File: src/rtl/two_wire_regs.svh
// Register map, field positions and reset values of the two-wire controller.
// Assumes byte addressing on a 32-bit Wishbone bus, one register per word.
`ifndef TWO_WIRE_REGS_SVH
`define TWO_WIRE_REGS_SVH

// Word index, byte address is four times it
`define TW_IDX_CTL 3'h0
`define TW_IDX_STAT 3'h1
`define TW_IDX_BAUD 3'h2
`define TW_IDX_OWN 3'h3
`define TW_IDX_MASK 3'h4
`define TW_IDX_TXH 3'h5
`define TW_IDX_RXD 3'h6

`define TW_CTL_RST 16'h1000
`define TW_CTL_WMASK 16'hbfff

// bus_control fields
`define TW_ON 15
`define TW_HALT 13
`define TW_REL 12
`define TW_ALL 11
`define TW_TEN 10
`define TW_GENERAL_CALL_ENABLE 7
`define TW_STRETCH_ENABLE 6
`define TW_ACKV 5
`define TW_ACKGO 4
`define TW_RCV 3
`define TW_STOP 2
`define TW_RSTRT 1
`define TW_START 0

// Status write-one-to-clear fields
`define TW_ST_WCOL 7
`define TW_ST_OV 6

// Address patterns
`define TW_RSV_LO 4'h0
`define TW_RSV_HI 5'h1f
`define TW_UPPER10 5'h1e

`endif

File: src/rtl/two_wire_pkg.sv
// Types of the two-wire controller: state encodings, pin drive and state record.
// Assumes the register header supplies all numeric constants.
package two_wire_pkg;

   typedef enum logic [2:0] {
      M_IDLE = 3'h0,
      M_START = 3'h1,
      M_RSTART = 3'h3,
      M_TX = 3'h2,
      M_RX = 3'h6,
      M_ACK = 3'h7,
      M_STOP = 3'h5
   } mst_t;

   typedef enum logic [2:0] {
      S_IDLE = 3'h0,
      S_ADDR = 3'h1,
      S_AACK = 3'h3,
      S_RX = 3'h2,
      S_TX = 3'h6
   } slv_t;

   // Open drain: out is always low, oe high pulls the line down
   typedef struct packed {
      logic sclOut;
      logic sclOe;
      logic sdaOut;
      logic sdaOe;
   } pinDrv_t;

   typedef struct packed {
      logic [15:0] ctl;
      logic [15:0] brg;
      logic [9:0] own;
      logic [9:0] msk;
      logic [7:0] txd;
      logic [7:0] rxd;
      logic ackRx;
      logic trstat;
      logic wcol;
      logic ov;
      logic rbf;
      logic tbf;
      logic gcstat;
      logic add10;
      logic dA;
      logic rw;
      logic pDet;
      logic sDet;
      logic [15:0] baud;
      mst_t mst;
      logic [1:0] step;
      logic [3:0] bitCnt;
      logic [7:0] shf;
      logic mSclLo;
      logic mSdaLo;
      slv_t slv;
      logic [3:0] sBit;
      logic [7:0] sShf;
      logic sSdaLo;
      logic sMatch;
      logic lowPend;
      logic hiOk;
      logic [2:0] sclSy;
      logic [2:0] sdaSy;
      logic sclDrv;
      logic sdaDrv;
      logic ack;
      logic [31:0] rdat;
   } st_t;

endpackage

File: src/rtl/two_wire_ctrl.sv
// Two-wire bus controller: master sequencer, slave address matcher, Wishbone slave.
// Assumes open-drain pads outside; pins arrive from other domains, chipIdle from the ref_clk domain.
`timescale 1ns/1ps
`include "two_wire_regs.svh"

module two_wire_ctrl
   import two_wire_pkg::*;
(
   input wire logic ref_clk,
   input wire logic rst_n,
   input wire logic cyc_i,
   input wire logic stb_i,
   input wire logic we_i,
   input wire logic [4:0] adr_i,
   input wire logic [3:0] sel_i,
   input wire logic [31:0] dat_i,
   output logic ack_o,
   output logic [31:0] dat_o,
   input wire logic chipIdle,
   input wire logic sclIn,
   input wire logic sdaIn,
   output pinDrv_t pins,
   output logic portOwn
);

   st_t st_r;
   st_t st_nxt;
   logic [2:0] idx;
   logic wrAck;
   logic rdAck;
   logic on;
   logic halted;
   logic mBusy;
   logic tick;
   logic sclH;
   logic sdaV;
   logic sclRise;
   logic sclFall;
   logic startC;
   logic stopC;
   logic [7:0] b;
   logic rsv;
   logic gcHit;
   logic hi10;
   logic m7;
   logic adrHit;
   logic lowHit;
   logic [15:0] ctlW;
   logic [15:0] statW;
   logic [31:0] rdMux;
   logic sdaBit;

   function automatic logic maskEq(input logic [9:0] a, input logic [9:0] o, input logic [9:0] m);
      maskEq = ((a ^ o) & ~m) == 10'h000;
   endfunction

   function automatic logic reserved7(input logic [6:0] a);
      reserved7 = (a[6:3] == `TW_RSV_LO) || (a[6:2] == `TW_RSV_HI) || (a[6:2] == `TW_UPPER10);
   endfunction

   function automatic logic [15:0] merge16(input logic [15:0] old, input logic [15:0] d, input logic [1:0] s);
      merge16 = {s[1] ? d[15:8] : old[15:8], s[0] ? d[7:0] : old[7:0]};
   endfunction

   assign idx = adr_i[4:2];
   assign wrAck = cyc_i & stb_i & st_r.ack & we_i;
   assign rdAck = cyc_i & stb_i & st_r.ack & ~we_i;
   assign on = st_r.ctl[`TW_ON];
   assign halted = st_r.ctl[`TW_HALT] & chipIdle;
   assign mBusy = st_r.mst != M_IDLE;
   assign tick = mBusy && (st_r.baud == 16'h0000);
   // Only the second synchroniser stage and its delayed copy feed logic
   assign sclH = st_r.sclSy[1];
   assign sdaV = st_r.sdaSy[1];
   assign sclRise = st_r.sclSy[1] & ~st_r.sclSy[2];
   assign sclFall = ~st_r.sclSy[1] & st_r.sclSy[2];
   assign startC = sclH & st_r.sclSy[2] & ~sdaV & st_r.sdaSy[2];
   assign stopC = sclH & st_r.sclSy[2] & sdaV & ~st_r.sdaSy[2];
   assign b = {st_r.sShf[6:0], sdaV};

   assign rsv = reserved7(b[7:1]);
   assign gcHit = (b[7:1] == 7'h00) & ~b[0] & st_r.ctl[`TW_GENERAL_CALL_ENABLE];
   assign hi10 = st_r.ctl[`TW_TEN] & (b[7:3] == `TW_UPPER10) &
                 maskEq({8'h00, b[2:1]}, {8'h00, st_r.own[9:8]}, {8'h00, st_r.msk[9:8]});
   assign m7 = ~st_r.ctl[`TW_TEN] & ~rsv &
               maskEq({3'h0, b[7:1]}, {3'h0, st_r.own[6:0]}, {3'h0, st_r.msk[6:0]});
   // Read of a 10-bit slave only after a matched low byte and a restart
   assign adrHit = st_r.ctl[`TW_ALL] | gcHit | m7 | (hi10 & (~b[0] | st_r.hiOk));
   assign lowHit = st_r.ctl[`TW_ALL] |
                   maskEq({2'h0, b}, {2'h0, st_r.own[7:0]}, {2'h0, st_r.msk[7:0]});

   always_comb begin
      ctlW = merge16(st_r.ctl, dat_i[15:0], sel_i[1:0]) & `TW_CTL_WMASK;
      if (!st_r.ctl[`TW_STRETCH_ENABLE]) begin
         ctlW[`TW_REL] = ctlW[`TW_REL] | st_r.ctl[`TW_REL];
      end
   end

   assign statW = {st_r.ackRx, st_r.trstat, 3'h0, 1'b0, st_r.gcstat, st_r.add10, st_r.wcol,
                   st_r.ov, st_r.dA, st_r.pDet, st_r.sDet, st_r.rw, st_r.rbf, st_r.tbf};

   always_comb begin
      case (idx)
         `TW_IDX_CTL: rdMux = {16'h0000, st_r.ctl};
         `TW_IDX_STAT: rdMux = {16'h0000, statW};
         `TW_IDX_BAUD: rdMux = {16'h0000, st_r.brg};
         `TW_IDX_OWN: rdMux = {22'h000000, st_r.own};
         `TW_IDX_MASK: rdMux = {22'h000000, st_r.msk};
         `TW_IDX_TXH: rdMux = {24'h000000, st_r.txd};
         `TW_IDX_RXD: rdMux = {24'h000000, st_r.rxd};
         default: rdMux = 32'h00000000;
      endcase
   end

   always_comb begin
      case (st_r.mst)
         M_TX: sdaBit = (st_r.bitCnt == 4'h8) ? 1'b0 : ~st_r.shf[7];
         M_ACK: sdaBit = ~st_r.ctl[`TW_ACKV];
         default: sdaBit = 1'b0;
      endcase
   end

   always_comb begin
      st_nxt = st_r;
      st_nxt.sclSy = {st_r.sclSy[1:0], sclIn};
      st_nxt.sdaSy = {st_r.sdaSy[1:0], sdaIn};
      // One wait state, then ack drops for a cycle
      st_nxt.ack = cyc_i & stb_i & ~st_r.ack;
      if (cyc_i && stb_i && !st_r.ack) begin
         st_nxt.rdat = rdMux;
      end

      if (wrAck) begin
         case (idx)
            `TW_IDX_CTL: st_nxt.ctl = ctlW;
            `TW_IDX_STAT: begin
               if (sel_i[0]) begin
                  st_nxt.wcol = st_r.wcol & ~dat_i[`TW_ST_WCOL];
                  st_nxt.ov = st_r.ov & ~dat_i[`TW_ST_OV];
               end
            end
            `TW_IDX_BAUD: st_nxt.brg = merge16(st_r.brg, dat_i[15:0], sel_i[1:0]);
            `TW_IDX_OWN: st_nxt.own = 10'(merge16({6'h00, st_r.own}, dat_i[15:0], sel_i[1:0]));
            `TW_IDX_MASK: st_nxt.msk = 10'(merge16({6'h00, st_r.msk}, dat_i[15:0], sel_i[1:0]));
            `TW_IDX_TXH: begin
               if (mBusy || st_r.tbf) begin
                  st_nxt.wcol = 1'b1;
               end else if (sel_i[0]) begin
                  st_nxt.txd = dat_i[7:0];
                  st_nxt.tbf = 1'b1;
               end
            end
            default: ;
         endcase
      end
      if (rdAck && idx == `TW_IDX_RXD) begin
         st_nxt.rbf = 1'b0;
      end

      if (!on) begin
         // Pins back to port logic, sequencers parked
         st_nxt.mst = M_IDLE;
         st_nxt.slv = S_IDLE;
         st_nxt.mSclLo = 1'b0;
         st_nxt.mSdaLo = 1'b0;
         st_nxt.sSdaLo = 1'b0;
      end else if (!halted) begin
         if (!mBusy) begin
            st_nxt.baud = st_r.brg;
            st_nxt.step = 2'h0;
            st_nxt.bitCnt = 4'h0;
            if (st_r.ctl[`TW_START]) begin
               st_nxt.mst = M_START;
            end else if (st_r.ctl[`TW_RSTRT]) begin
               st_nxt.mst = M_RSTART;
            end else if (st_r.ctl[`TW_STOP]) begin
               st_nxt.mst = M_STOP;
            end else if (st_r.ctl[`TW_RCV]) begin
               st_nxt.mst = M_RX;
            end else if (st_r.ctl[`TW_ACKGO]) begin
               st_nxt.mst = M_ACK;
            end else if (st_r.tbf && st_r.slv != S_TX) begin
               // Own start puts the slave side into address watch, so only slave transmit blocks
               st_nxt.mst = M_TX;
               st_nxt.shf = st_r.txd;
               st_nxt.trstat = 1'b1;
            end
         end else begin
            st_nxt.baud = (st_r.baud == 16'h0000) ? st_r.brg : st_r.baud - 16'h0001;
         end

         if (tick) begin
            st_nxt.step = st_r.step + 2'h1;
            case (st_r.mst)
               M_START: begin
                  if (st_r.step == 2'h0) begin
                     st_nxt.mSdaLo = 1'b1;
                  end else begin
                     st_nxt.mSclLo = 1'b1;
                     st_nxt.ctl[`TW_START] = 1'b0;
                     st_nxt.mst = M_IDLE;
                  end
               end
               M_RSTART: begin
                  case (st_r.step)
                     2'h0: st_nxt.mSdaLo = 1'b0;
                     2'h1: st_nxt.mSclLo = 1'b0;
                     2'h2: st_nxt.mSdaLo = 1'b1;
                     default: begin
                        st_nxt.mSclLo = 1'b1;
                        st_nxt.ctl[`TW_RSTRT] = 1'b0;
                        st_nxt.mst = M_IDLE;
                     end
                  endcase
               end
               M_STOP: begin
                  case (st_r.step)
                     2'h0: st_nxt.mSdaLo = 1'b1;
                     2'h1: st_nxt.mSclLo = 1'b0;
                     default: begin
                        st_nxt.mSdaLo = 1'b0;
                        st_nxt.ctl[`TW_STOP] = 1'b0;
                        st_nxt.mst = M_IDLE;
                     end
                  endcase
               end
               M_TX, M_RX, M_ACK: begin
                  // Three phases per bit: set data, raise clock, sample and lower
                  case (st_r.step)
                     2'h0: st_nxt.mSdaLo = sdaBit;
                     2'h1: st_nxt.mSclLo = 1'b0;
                     default: begin
                        st_nxt.mSclLo = 1'b1;
                        st_nxt.step = 2'h0;
                        st_nxt.bitCnt = st_r.bitCnt + 4'h1;
                        if (st_r.mst == M_TX) begin
                           st_nxt.shf = {st_r.shf[6:0], 1'b0};
                           if (st_r.bitCnt == 4'h8) begin
                              st_nxt.ackRx = sdaV;
                              st_nxt.trstat = 1'b0;
                              st_nxt.tbf = 1'b0;
                              st_nxt.mst = M_IDLE;
                           end
                        end else if (st_r.mst == M_RX) begin
                           st_nxt.shf = {st_r.shf[6:0], sdaV};
                           if (st_r.bitCnt == 4'h7) begin
                              st_nxt.rxd = {st_r.shf[6:0], sdaV};
                              // Keep a same-cycle software clear unless a new overflow occurs
                              st_nxt.ov = st_nxt.ov | st_r.rbf;
                              st_nxt.rbf = 1'b1;
                              st_nxt.ctl[`TW_RCV] = 1'b0;
                              st_nxt.mst = M_IDLE;
                           end
                        end else begin
                           st_nxt.mSdaLo = 1'b0;
                           st_nxt.ctl[`TW_ACKGO] = 1'b0;
                           st_nxt.mst = M_IDLE;
                        end
                     end
                  endcase
               end
               default: st_nxt.mst = M_IDLE;
            endcase
         end

         if (stopC) begin
            st_nxt.slv = S_IDLE;
            st_nxt.sSdaLo = 1'b0;
            st_nxt.pDet = 1'b1;
            st_nxt.sDet = 1'b0;
            st_nxt.gcstat = 1'b0;
            st_nxt.add10 = 1'b0;
            st_nxt.hiOk = 1'b0;
            st_nxt.lowPend = 1'b0;
         end else if (startC) begin
            st_nxt.slv = S_ADDR;
            st_nxt.sBit = 4'h0;
            st_nxt.sSdaLo = 1'b0;
            st_nxt.sDet = 1'b1;
            st_nxt.pDet = 1'b0;
         end else begin
            case (st_r.slv)
               S_ADDR, S_RX: begin
                  if (sclRise) begin
                     st_nxt.sShf = b;
                     st_nxt.sBit = st_r.sBit + 4'h1;
                     if (st_r.sBit == 4'h7) begin
                        st_nxt.slv = S_AACK;
                        if (st_r.slv == S_RX) begin
                           st_nxt.rxd = b;
                           st_nxt.ov = st_nxt.ov | st_r.rbf;
                           st_nxt.rbf = 1'b1;
                           st_nxt.dA = 1'b1;
                           st_nxt.sMatch = 1'b1;
                           if (st_r.ctl[`TW_STRETCH_ENABLE]) begin
                              st_nxt.ctl[`TW_REL] = 1'b0;
                           end
                        end else if (st_r.lowPend) begin
                           st_nxt.sMatch = lowHit;
                           st_nxt.add10 = lowHit;
                           st_nxt.hiOk = lowHit;
                           st_nxt.lowPend = 1'b0;
                           st_nxt.dA = 1'b0;
                        end else begin
                           st_nxt.sMatch = adrHit;
                           st_nxt.rw = b[0];
                           st_nxt.dA = 1'b0;
                           st_nxt.gcstat = st_r.gcstat | gcHit;
                           st_nxt.lowPend = hi10 & ~b[0] & ~st_r.ctl[`TW_ALL];
                        end
                     end
                  end
               end
               S_AACK: begin
                  if (sclFall) begin
                     if (st_r.sBit == 4'h8) begin
                        st_nxt.sSdaLo = st_r.sMatch;
                        st_nxt.sBit = 4'h9;
                        if (!st_r.sMatch) begin
                           st_nxt.slv = S_IDLE;
                        end
                     end else begin
                        st_nxt.sSdaLo = 1'b0;
                        st_nxt.sBit = 4'h0;
                        if (st_r.rw) begin
                           st_nxt.slv = S_TX;
                           st_nxt.ctl[`TW_REL] = 1'b0;
                        end else if (st_r.lowPend) begin
                           st_nxt.slv = S_ADDR;
                        end else begin
                           st_nxt.slv = S_RX;
                        end
                     end
                  end
               end
               S_TX: begin
                  if (st_r.sBit == 4'h0 && !st_r.ctl[`TW_REL]) begin
                     // Stretched: first bit follows the holding register
                     st_nxt.sShf = st_r.txd;
                     st_nxt.sSdaLo = ~st_r.txd[7];
                  end else if (sclFall && st_r.sBit < 4'h7) begin
                     st_nxt.sShf = {st_r.sShf[6:0], 1'b0};
                     st_nxt.sSdaLo = ~st_r.sShf[6];
                     st_nxt.sBit = st_r.sBit + 4'h1;
                  end else if (sclFall && st_r.sBit == 4'h7) begin
                     st_nxt.sSdaLo = 1'b0;
                     st_nxt.sBit = 4'h8;
                  end else if (sclRise && st_r.sBit == 4'h8) begin
                     st_nxt.tbf = 1'b0;
                     st_nxt.dA = 1'b1;
                     st_nxt.sBit = 4'h9;
                     if (sdaV) begin
                        st_nxt.slv = S_IDLE;
                     end
                  end else if (sclFall && st_r.sBit == 4'h9) begin
                     st_nxt.sBit = 4'h0;
                     st_nxt.ctl[`TW_REL] = 1'b0;
                  end
               end
               default: st_nxt.slv = S_IDLE;
            endcase
         end
      end

      // Hold only once the line is low, never chop a high phase
      st_nxt.sclDrv = st_nxt.ctl[`TW_ON] & (st_nxt.mSclLo |
                      ((st_nxt.slv == S_TX || st_nxt.slv == S_RX) & ~st_nxt.ctl[`TW_REL] &
                       (~sclH | st_r.sclDrv)));
      st_nxt.sdaDrv = st_nxt.ctl[`TW_ON] & (st_nxt.mSdaLo | st_nxt.sSdaLo);
   end

   always_ff @(posedge ref_clk) begin
      if (!rst_n) begin
         st_r <= '0;
         st_r.ctl <= `TW_CTL_RST;
         st_r.sclSy <= 3'h7;
         st_r.sdaSy <= 3'h7;
      end else begin
         st_r <= st_nxt;
      end
   end

   assign ack_o = st_r.ack;
   assign dat_o = st_r.rdat;
   assign portOwn = st_r.ctl[`TW_ON];
   assign pins.sclOut = 1'b0;
   assign pins.sclOe = st_r.sclDrv;
   assign pins.sdaOut = 1'b0;
   assign pins.sdaOe = st_r.sdaDrv;
endmodule // two_wire_ctrl

File: config.mk
export PLATFORM = sky130hd
export DESIGN_NAME = two_wire_ctrl
export DESIGN_NICKNAME = d
export VERILOG_FILES = /design/src/rtl/two_wire_pkg.sv /design/src/rtl/two_wire_ctrl.sv
export VERILOG_INCLUDE_DIRS = /design/src /design/src/rtl
export SDC_FILE = /design/constraint.sdc
export NUM_CORES = 1
export LEC_CHECK = 0
export CAP_MARGIN = 20
export CORE_UTILIZATION = 53
export DETAILED_ROUTE_END_ITERATION = 8
export DONT_BUFFER_PORTS = 1
export PLACE_DENSITY_LB_ADDON = 0.2
export RECOVER_POWER = 25
export SETUP_SLACK_MARGIN = 0.05
export SLEW_MARGIN = 25
export SYNTH_ARGS = -nofsm -noshare
export SYNTH_HDL_FRONTEND = slang
export SYNTH_SLANG_ARGS = --single-unit
File: constraint.sdc
create_clock -name ref_clk -period 2.3 [get_ports ref_clk]
set_clock_uncertainty 0.05 [all_clocks]
set_input_delay 0.69 -clock ref_clk [delete_from_list [all_inputs] [get_ports ref_clk]]
set_output_delay 0.69 -clock ref_clk [all_outputs]
set_load 0.02 [all_outputs]
==> results summary, run 1 <==
The number of port buffers came out at 0. The number of vias after detailed routing came out at roughly 8k. The maximum fanout along the worst path is 8. The x dimension of the die is about 130 um. The number of cell rows came out at 46. Routability-driven placement finished with a final weighted congestion of slightly below 0.9.

The achievable clock frequency came out at roughly 460 MHz. Yosys instantiated no cell more often than sky130_fd_sc_hd__dfxtp_1. The routed wire length is between 20000 and 30000 um. The biggest area contributor in the post-synthesis netlist is sky130_fd_sc_hd__dfxtp_1. The most used flip-flop cell after synthesis is sky130_fd_sc_hd__dfxtp_1. 0 antenna diodes ended up in the layout. The sequential area share after synthesis is a little over a third. The area of the mapped netlist is 8887 um2. The total global routing track utilization is between 30 and 40%. The remaining max-slew budget at the tightest pin is just under 40%.

The average routed wire per standard cell is a little over 20 um. The final count of hold timing violations was 0. Setup violations remaining at the end of the flow were counted as 0. The total iterations of the first detailed-routing run is 5. The global-route congestion overflow total came out at 0. The synthesized flop and latch total came out at 157. The static leakage power is between 3 and 4 nW. The largest individual stage delay along the critical path comes from the cell sky130_fd_sc_hd__or4_4. In the finished design, the share of the clock period the worst path needs comes to 94.04%. The number of flops mapped to enable cells by yosys is 0. The number of warnings issued by yosys came out at 0. The instance area after placement came out at 9323 um2. Synthesis handed over a netlist of approximately 1.1k instances. The signal on the critical path passes through buf_4 > nand3b_4 > nand2_1 > or4_4 > o211ai_2 > o21ai_2 > a21o_1. The total power per unit cell area is 579.5 nW/um2.

The number of pins with negative max-slew slack in the final report came out at 0. The starting density of the core is ~55%. The number of fill cells is roughly 1.4k. In this run the clock root is driven by a sky130_fd_sc_hd__clkbuf_16.

Counting along the longest clock path gives a buffer depth of 2. By area the synthesized netlist is led by sky130_fd_sc_hd__dfxtp_1 35%, sky130_fd_sc_hd__mux2i_1 6.6%, sky130_fd_sc_hd__nor2_1 5.7%. The die covers around 17000 um2. The proportion of register bits with asynchronous set or reset after synthesis came out at 0%.

The core box area is approximately 16000 um2. Entering global routing, the biggest net connects 45 pins. Of the post-synthesis cell area, the dominant cell type holds between 30% and 40%.

In this run the vertical extent of the chip is 131.5 um. Counting tap cells, the placed design contains a total of 1290 instances. In this run the worst hold path is classified as in -> reg. STA classifies the critical path startpoint as a register.

The layout net count came out at ~1.2k. The finished cells cover 10020 um2. The completed layout was analyzed and its total power is 0.005809 W. The worst path arrival time is 2.44 ns. The worst endpoint required time is between 2 and 3 ns. The count of routing violations after the opening detailed-route iteration is just over 900.

In the routed design, unresolved DRC markers number 0. STA classifies the critical path endpoint as a register. The number of primary I/O pins came out at 87. The number of vias per cell after detailed routing is ~6.2. The biggest cell delay along the critical path came out at 0.56 ns. The first global-routing pass estimated around 42000 um of wire. Cells with a size suffix above 1 make up 17.27% of the layout.

By startpoint and endpoint, the worst setup path is classified as reg -> reg. The number of routed nets with antenna violations is 0. After clock tree synthesis, the clock-pin slew on the worst setup and hold paths is roughly 0.060 ns. The half-perimeter wire length after detailed placement came out at 19270 um. The synthesized area per cell came out at 8.260 um2. The later-pin clock latency in the skew report is roughly 0.43 ns. The slew at the pin with the worst max-slew slack is between 0.9 and 1 ns. The count of buffer and inverter cells on the critical path is 1. The area added between synthesis and finish is 12.80%. The largest voltage drop on the vdd net came out at around 0.7 mV.

The run finished with clean final reports. The number of different library cells in the post-synthesis netlist is 89. The tool flagged a number of max-cap violations equal to 0. The clock sink total came out at ~160. Setup repair after global routing could not meet its margin everywhere.

The kind of cell adding the most delay to the critical path is simple AND/OR/NAND/NOR gates. Sorting the synthesized cells by how often they occur yields 157 x sky130_fd_sc_hd__dfxtp_1, 136 x sky130_fd_sc_hd__nor2_1, 94 x sky130_fd_sc_hd__nand2_1. The number of global-route vias before repair is between 7k and 8k. The minimum period implied by the final worst setup slack is ~2.2 ns. After the flow finishes, the layout carries non-filler instances totaling between 1k and 1.5k. The number of antenna violations at the first check in global routing is 0.

The number of hold buffers added after CTS came out at 0. The H-tree was split into 4 levels. The TritonCTS buffer count came out at 17. The TritonCTS clock tree is done.
metrics by stage:
stage | hold WS [ns] | utilization, % | setup slack [ns] | setup TNS, ns
floorplan | 0.3363 | - | 0.09424 | 0
global placement | 0.3380 | 57.85 | 0.1084 | 0
detailed placement | 0.3476 | 57.85 | 0.07700 | 0
CTS | 0.2688 | 61.51 | 0.05369 | 0
global route | 0.2744 | 62.21 | -0.001010 | -0.001010
finish | 0.2837 | 62.21 | 0.1371 | 0
timing repair:
| action | CTS | global route |
|---|---|---|
| resized for setup | 0 | 29 |
| setup endpoints to repair | 0 | 50 |
| buffers inserted | 0 | 0 |
worst paths after layout:
check | end | slack, ns | cells past startpoint | startpoint
setup / recovery | st_r[68]$_SDFFE_PN0P_ | 0.14 | 7 | st_r[57]$_SDFF_PN0_
hold / removal | st_nxt[39]$_SDFF_PN1_ | 0.28 | 1 | rst_n
setup reg to reg | st_r[68]$_SDFFE_PN0P_ | 0.14 | 7 | st_r[57]$_SDFF_PN0_
hold reg to reg | b[0]$_SDFF_PN1_ | 0.36 | 1 | st_nxt[36]$_SDFF_PN1_
kinds of logic after synthesis:
| group | Yosys count | share of synthesized area, % |
|---|---|---|
| compound gates | 275 | 20.72 |
| xor+xnor | 19 | 1.872 |
| simple gates | 417 | 24.03 |
| mux | 73 | 8.926 |
| flops | 157 | 35.37 |
| buf+inv | 123 | 7.490 |
| other cells | 1 | 0.04220 |
| fa+ha+maj | 11 | 1.549 |
where the power goes:
part	total (W)	switching (W)	leakage (nW)	internal [W]
Sequential	0.00274	0.0000131	1.27	0.00273
Clock	0.00287	0.00125	0.280	0.00162
Combinational	0.000202	0.000132	2.05	0.0000699
sequential cells by signal, summed over array words and instances (netlist names):
name,count
portOwn,1
dat_o,16
st_r,126
b,8
ack_o,1
sclH,1
st_nxt,2
pins,2
worst register-to-register path: stages (launching register included):
cell,delay (ns)
sky130_fd_sc_hd__dfxtp_1,0.42
sky130_fd_sc_hd__buf_4,0.20
sky130_fd_sc_hd__nand3b_4,0.21
sky130_fd_sc_hd__nand2_1,0.13
sky130_fd_sc_hd__or4_4,0.56
sky130_fd_sc_hd__o211ai_2,0.11
sky130_fd_sc_hd__o21ai_2,0.15
sky130_fd_sc_hd__a21o_1,0.23
cell type report:
cell class	count	area, um2	share of cell area (%)
Multi-Input combinational cell	813	5275	52.62
Sequential cell	157	3146	31.38
Timing Repair Buffer	90	690.7	6.890
Clock buffer	18	429.2	4.281
Tap cell	216	270.3	2.696
Clock inverter	14	160.2	1.598
Inverter	14	53.80	0.5367
cells in the final DEF (no fill, tap or decap), types with 22 or more instances in the layout:
| cell | count |
|---|---|
| sky130_fd_sc_hd__dfxtp_1 | 155 |
| sky130_fd_sc_hd__nor2_1 | 135 |
| sky130_fd_sc_hd__nand2_1 | 94 |
| sky130_fd_sc_hd__a21oi_1 | 85 |
| sky130_fd_sc_hd__buf_4 | 84 |
| sky130_fd_sc_hd__mux2i_1 | 59 |
| sky130_fd_sc_hd__o21ai_0 | 41 |
| sky130_fd_sc_hd__nand3_1 | 33 |
| sky130_fd_sc_hd__nor3_1 | 25 |
| sky130_fd_sc_hd__a22oi_1 | 22 |
per-layer routing:
metal  vias up  track usage (%)  part of all wire (%)
li1       3892                -                     -
met1      3933            42.45                    45
met2       311            48.94                    46
met3        58            6.327                   6.8
met4         0            10.08                   2.5
met5         -                0                     0
(Power assumes the default switching activity.)
==> inputs of run 2 (changes only) <==
--- a/config.mk
+++ b/config.mk
@@ -7,6 +7,7 @@
 export NUM_CORES = 1
 export LEC_CHECK = 0
 export CAP_MARGIN = 20
+export CORE_MARGIN = 5
 export CORE_UTILIZATION = 53
 export DETAILED_ROUTE_END_ITERATION = 8
 export DONT_BUFFER_PORTS = 1
==> results summary, run 2 (synthesized netlist as in run 1, its figures left out) <==
The run finished with clean final reports. The number of vias per cell after detailed routing came to 6.257 (+0.95%). The number of hold buffers added after CTS came out at 0 (unchanged). The setup slack of the critical path after layout came to 0.1152 ns (-0.02193 ns).

The worst slack after detailed placement came out at 0.03885 ns (-0.03815 ns). The later-pin clock latency in the skew report is 0.43 ns (about the same). The accumulated negative setup slack came to 0 ns (unchanged). The total global routing track utilization came out at 27.08% (-4.0 points). The share of final-layout standard cells stronger than drive strength 1 came to 17.40% (+0.13 points). The die area came to 19460 um2 (+13%). The number of flip-flops in the largest register came out at 126 (unchanged). The clock sink total came out at 157 (unchanged).

The half-perimeter wire length after detailed placement came out at 19740 um (+2.5%). The post-route fraction of the period consumed by the critical path is 94.99% (+0.95 points). The critical path capture point type is a register. The number of cell rows is 47 (+2.2%). The area added between synthesis and finish came out at 13.61%. The starting density of the core came out at 53.78% (-1.4 points). The x dimension of the die is 139.5 um (+6.1%). The worst path arrival time came to 2.48 ns (+0.04 ns).

The number of routed nets with antenna violations is 0 (unchanged). The slew at the pin with the worst max-slew slack is 0.8977 ns (-0.01172 ns). The number of port buffers was 0 (unchanged). The number of antenna violations at the first check in global routing came to 0 (unchanged). The number of primary I/O pins is 87 (unchanged). The clock-pin transition on the worst setup and hold timing paths came out at 0.06 ns (about the same).

The number of global-route vias before repair came out at 7763 (+0.88%). The worst endpoint required time is 2.60 ns (+0.03 ns). The setup path with the least slack is of type reg -> reg. The TritonCTS buffer count is 17 (unchanged). In the layout the commonest cells are 155 x sky130_fd_sc_hd__dfxtp_1, 135 x sky130_fd_sc_hd__nor2_1, 94 x sky130_fd_sc_hd__nand2_1. The root buffer cell chosen for the clock tree is sky130_fd_sc_hd__clkbuf_16. The first-pass GRT wire length was 42570 um (+0.24%). The number of fill cells came out at 1467 (+4.6%). The final weighted congestion in routability-driven placement came out at 0.9349 (+4.8%). TritonCTS built the clock tree. The height of the die came out at 139.5 um (+6.1%). The remaining max-slew budget at the tightest pin is 40.16% (+1.1 points).

The routed wire length is 26820 um (+0.29%). The global-route congestion overflow total is 0 (unchanged). The min-delay analysis places its worst path in the category in -> reg. The worst-case clock buffer depth is 2 (unchanged). The core box area is 16520 um2 (+2.5%). The average routed wire per standard cell came out at 20.18 um (-0.24%). The final count of negative-setup-slack endpoints is 0 (unchanged). The final count of hold timing violations is 0 (unchanged).

The largest net degree at the start of global routing is 45 (unchanged). The number of max-cap violations came out at 0 (unchanged). The DRC violations left came out at 0 (unchanged). The number of diodes is 0 (unchanged). The maximum fanout along the worst path came out at 5 (-3). The static leakage power is 3.663 nW (+1.8%). Ranked by flip-flop count, first place goes to st_r. The number of pins with negative max-slew slack in the final report was 0 (unchanged). The level count of the clock H-tree is 4 (unchanged). The count of routing violations after the opening detailed-route iteration is 795 (-15%).

The layout net count is 1157 (+0.35%). The total iterations of the first detailed-routing run came out at 5 (unchanged). The largest voltage drop on the vdd net came out at 0.5156 mV (-26%). The total power per unit cell area came out at 604.8 nW/um2 (+4.4%). The launching element type of the critical path is a register.

The number of vias after detailed routing came out at 8316 (+1.5%). The minimum period implied by the final worst setup slack came to 2.185 ns (+0.02193 ns). The achievable clock frequency is 457.7 MHz (-1.0%). The commonest non-fill, non-tap cell in the layout is sky130_fd_sc_hd__dfxtp_1.
run 2: worst paths after layout:
check / start / endpoint / slack (ns) / cells after the start
hold reg to reg: st_nxt[36]$_SDFF_PN1_ / b[0]$_SDFF_PN1_ / 0.35 / 1
setup / recovery: st_r[54]$_SDFFE_PN0P_ / st_r[54]$_SDFFE_PN0P_ / 0.12 / 8
setup reg to reg: st_r[54]$_SDFFE_PN0P_ / st_r[54]$_SDFFE_PN0P_ / 0.12 / 8
hold / removal: rst_n / st_nxt[36]$_SDFF_PN1_ / 0.29 / 1
run 2: repair_timing:
item                       in CTS  in global routing
buffers inserted                0                  2
setup endpoints to repair       4                 46
resized for setup               3                 25
pin swaps                       0                  7
run 2: metal layers:
| metal | track usage, % | routed length, um |
|---|---|---|
| met4 | 11.07 | 949 |
| met2 | 41.86 | 12210 |
| met5 | 0 | 0 |
| met3 | 5.763 | 2498 |
| met1 | 36.92 | 11160 |
run 2: worst max-delay path: stages, from the launching register on:
cell and delay, ns:
sky130_fd_sc_hd__dfxtp_2 0.33, sky130_fd_sc_hd__inv_1 0.06, sky130_fd_sc_hd__ha_2 0.20, sky130_fd_sc_hd__or3b_4 0.25, sky130_fd_sc_hd__a22oi_2 0.09, sky130_fd_sc_hd__a32o_2 0.30, sky130_fd_sc_hd__a211oi_4 0.35, sky130_fd_sc_hd__mux2_2 0.38
sky130_fd_sc_hd__nor2_1 0.08
run 2: power breakdown:
group,internal (W),switching [W],total (W)
combinational,0.0000709,0.000132,0.000203
clock,0.00203,0.00113,0.00316
sequential,0.00273,0.0000126,0.00274
total,0.00483,0.00128,0.00611
run 2: through the flow:
step	power (W)	hold slack [ns]	cells	util (%)	cell area [um2]
6_report	0.006106	0.2867	1329	61.10	10100
5_1_grt	0.006278	0.2789	1329	61.10	10100
4_1_cts	0.006138	0.2743	1327	60.64	10020
3_5_place_dp	0.003003	0.3466	1296	56.61	9355
3_3_place_gp	0.003002	0.3382	1296	56.61	9355
2_1_floorplan	0.002998	0.3363	1093	-	8952
run 2: area by class of cell:
cell class	count	area [um2]	area share [%]
tap	220	275.3	2.726
sequential	157	3146	31.15
clock buffer	20	436.7	4.325
timing repair buffer	94	725.7	7.187
inverter	14	53.80	0.5328
clock inverter	11	215.2	2.131
multi-input combinational	813	5245	51.95
==> inputs of run 3 (changes only) <==
==> constraint.sdc (replaced) <==
create_clock -name ref_clk -period 2.35 [get_ports ref_clk]
set_clock_uncertainty 0.05 [all_clocks]
set_input_delay 0.705 -clock ref_clk [delete_from_list [all_inputs] [get_ports ref_clk]]
set_output_delay 0.705 -clock ref_clk [all_outputs]
set_load 0.02 [all_outputs]
==> results summary, run 3 (synthesized netlist as in run 1, its figures left out) <==
The later-pin clock latency in the skew report was 0.42 ns (about the same). The clock sink total is 157 (unchanged). The total power per unit cell area is 589.1 nW/um2 (-2.6%). The post-route fraction of the period consumed by the critical path came out at 94.55% (-0.44 points). The starting density of the core was 53.78% (unchanged).

The die area is 19460 um2 (unchanged). The static leakage power came out at 3.583 nW (-2.2%). The remaining max-slew budget at the tightest pin is 62.53% (+22 points). The switching power of the nets came out at 0.001307 W (+2.2%). The total global routing track utilization is 26.88% (-0.21 points). The maximum fanout along the worst path came out at 6 (+1). The area growth from synthesis to layout is 12.35%. Clock tree synthesis selected as its root buffer the cell sky130_fd_sc_hd__clkbuf_16. The worst path arrival time is 2.53 ns (+0.05 ns).

The number of vias per cell after detailed routing was 6.166 (-1.5%). The cell count after placement is 1284 (-0.93%). The achievable clock frequency is 450.0 MHz (-1.7%). The share of final-layout standard cells stronger than drive strength 1 is 15.92% (-1.5 points).

The number of max-cap violations is 0 (unchanged). The number of port buffers came to 0 (unchanged). The layout net count is 1147 (-0.86%). The number of primary I/O pins came out at 87 (unchanged).

The path type of the worst setup path is reg -> reg. The number of routed nets with antenna violations was 0 (unchanged). The height of the die is 139.5 um (unchanged). The worst-case clock buffer depth was 2 (unchanged). The largest net degree at the start of global routing is 42 (-6.7%). Setup repair after global routing left no endpoint under its margin.

The core box area is 16520 um2 (unchanged). The number of flip-flops in the largest register came out at 126 (unchanged). The first-pass GRT wire length came out at 41950 um (-1.5%). The clock group share of total power came to 51.1% (-0.7 points). The number of vias after detailed routing was 8133 (-2.2%). The largest voltage drop on the vdd net came out at 0.4978 mV (-3.5%). The slew at the pin with the worst max-slew slack is 0.5620 ns (-0.3356 ns). The TritonCTS buffer count came to 17 (unchanged). The sequential fraction of design power is 45.5% (+0.6 points). The number of cell rows came out at 47 (unchanged).

The clock-pin transition on the worst setup and hold timing paths came to 0.06 ns (about the same). The post-layout instance count excluding filler cells came out at 1319 (-0.75%). The number of fill cells came out at 1475 (+0.55%). The internal power contribution is 0.004576 W (-5.2%). The final count of negative-setup-slack endpoints is 0 (unchanged).

The half-perimeter wire length after detailed placement is 19430 um (-1.6%). The final count of hold timing violations came out at 0 (unchanged). The average routed wire per standard cell came out at 20.28 um (+0.51%).

The level count of the clock H-tree is 4 (unchanged). The number of global-route vias before repair came out at 7441 (-4.1%). The minimum period implied by the final worst setup slack is 2.222 ns (+0.03720 ns). The critical path capture point type is a register. The accumulated negative setup slack is 0 ns (unchanged). The commonest non-fill, non-tap cell in the layout is sky130_fd_sc_hd__dfxtp_1. The x dimension of the die came out at 139.5 um (unchanged). The run finished with clean final reports. The min-delay analysis places its worst path in the category in -> reg. The DRC violations left is 0 (unchanged). The number of antenna violations at the first check in global routing is 0 (unchanged).

The number of diodes came out at 0 (unchanged). The global-route congestion overflow total was 0 (unchanged). The launching element type of the critical path is a register. The final weighted congestion in routability-driven placement came out at 0.9295 (-0.58%). TritonCTS built the clock tree. The total iterations of the first detailed-routing run came out at 5 (unchanged). The worst endpoint required time came out at 2.65 ns (+0.05 ns).

The number of pins with negative max-slew slack in the final report came out at 0 (unchanged). The switching share of total power is 22.21% (+1.3 points). The count of routing violations after the opening detailed-route iteration was 691 (-13%).

More flip-flops sit in one register than any other, and that register is st_r. The library cells used most frequently in the layout, excluding fill and tap cells, are 156 x sky130_fd_sc_hd__dfxtp_1, 136 x sky130_fd_sc_hd__nor2_1, 94 x sky130_fd_sc_hd__nand2_1. The fraction of power consumed by combinational cells came out at 3.4% (about the same).

The routed wire length came out at 26750 um (-0.24%).
-- run 3: worst paths after layout --
| kind | depth (start not counted) | slack (ns) | from | endpoint |
|---|---|---|---|---|
| max | 9 | 0.13 | st_r[54]$_SDFFE_PN0P_ | st_r[54]$_SDFFE_PN0P_ |
| min | 1 | 0.31 | rst_n | st_nxt[36]$_SDFF_PN1_ |
| max reg2reg | 9 | 0.13 | st_r[54]$_SDFFE_PN0P_ | st_r[54]$_SDFFE_PN0P_ |
| min reg2reg | 1 | 0.36 | st_nxt[36]$_SDFF_PN1_ | b[0]$_SDFF_PN1_ |
-- run 3: power groups by stage --
stage / clock (W) / sequential (W) / combinational, W
3_3_place_gp: 0 / 0.00274 / 0.000192
2_1_floorplan: 0 / 0.00273 / 0.000201
3_5_place_dp: 0 / 0.00274 / 0.000192
4_1_cts: 0.00303 / 0.00268 / 0.000193
6_report: 0.00301 / 0.00268 / 0.000197
5_1_grt: 0.00317 / 0.00268 / 0.000213
-- run 3: what timing repair did --
| action | in CTS | in global routing |
|---|---|---|
| buffers inserted | 0 | 4 |
| setup endpoints to repair | 4 | 37 |
| hold buffers | 0 | 0 |
| resized for setup | 1 | 18 |
| pin swaps | 2 | 7 |
-- run 3: through the flow --
step | power [W] | setup WS, ns | area, um2 | hold slack (ns) | utilization [%]
3_5_place_dp | 0.002932 | 0.03593 | 9253 | 0.3455 | 55.99
3_3_place_gp | 0.002931 | 0.08624 | 9253 | 0.3418 | 55.99
5_1_grt | 0.006059 | 0.02533 | 9985 | 0.2769 | 60.42
6_report | 0.005882 | 0.1280 | 9985 | 0.3059 | 60.42
4_1_cts | 0.005904 | 0.05218 | 9897 | 0.2899 | 59.89
2_1_floorplan | 0.002934 | 0.1292 | 8952 | 0.3363 | -
-- run 3: final cells by class --
class / count / area [um2] / share of cell area [%]
flip-flops and latches: 157 / 3144 / 31.49
clock buffers: 19 / 452.9 / 4.536
well taps: 220 / 275.3 / 2.757
multi-input cells: 813 / 5210 / 52.18
clock inverters: 12 / 183.9 / 1.842
repair buffers: 84 / 664.4 / 6.654
inverters: 14 / 53.80 / 0.5388
-- run 3: critical path, cell delays in order, from the launching register on --
cell                       delay [ns]
sky130_fd_sc_hd__dfxtp_2         0.34
sky130_fd_sc_hd__inv_1           0.09
sky130_fd_sc_hd__ha_1            0.21
sky130_fd_sc_hd__or3b_1          0.42
sky130_fd_sc_hd__a22oi_2         0.25
sky130_fd_sc_hd__a32o_2          0.25
sky130_fd_sc_hd__a211oi_4        0.07
sky130_fd_sc_hd__buf_6           0.14
sky130_fd_sc_hd__mux2_2          0.26
sky130_fd_sc_hd__nor2_1          0.08
-- run 3: per-layer routing --
| layer | share of wire, % | vias to the layer above | track usage, % |
|---|---|---|---|
| met3 | 8.1 | 56 | 6.175 |
| met2 | 46 | 331 | 41.78 |
| met1 | 43 | 3879 | 37.32 |
| li1 | - | 3867 | - |
| met5 | 0 | - | 0 |
| met4 | 2.6 | 0 | 8.136 |
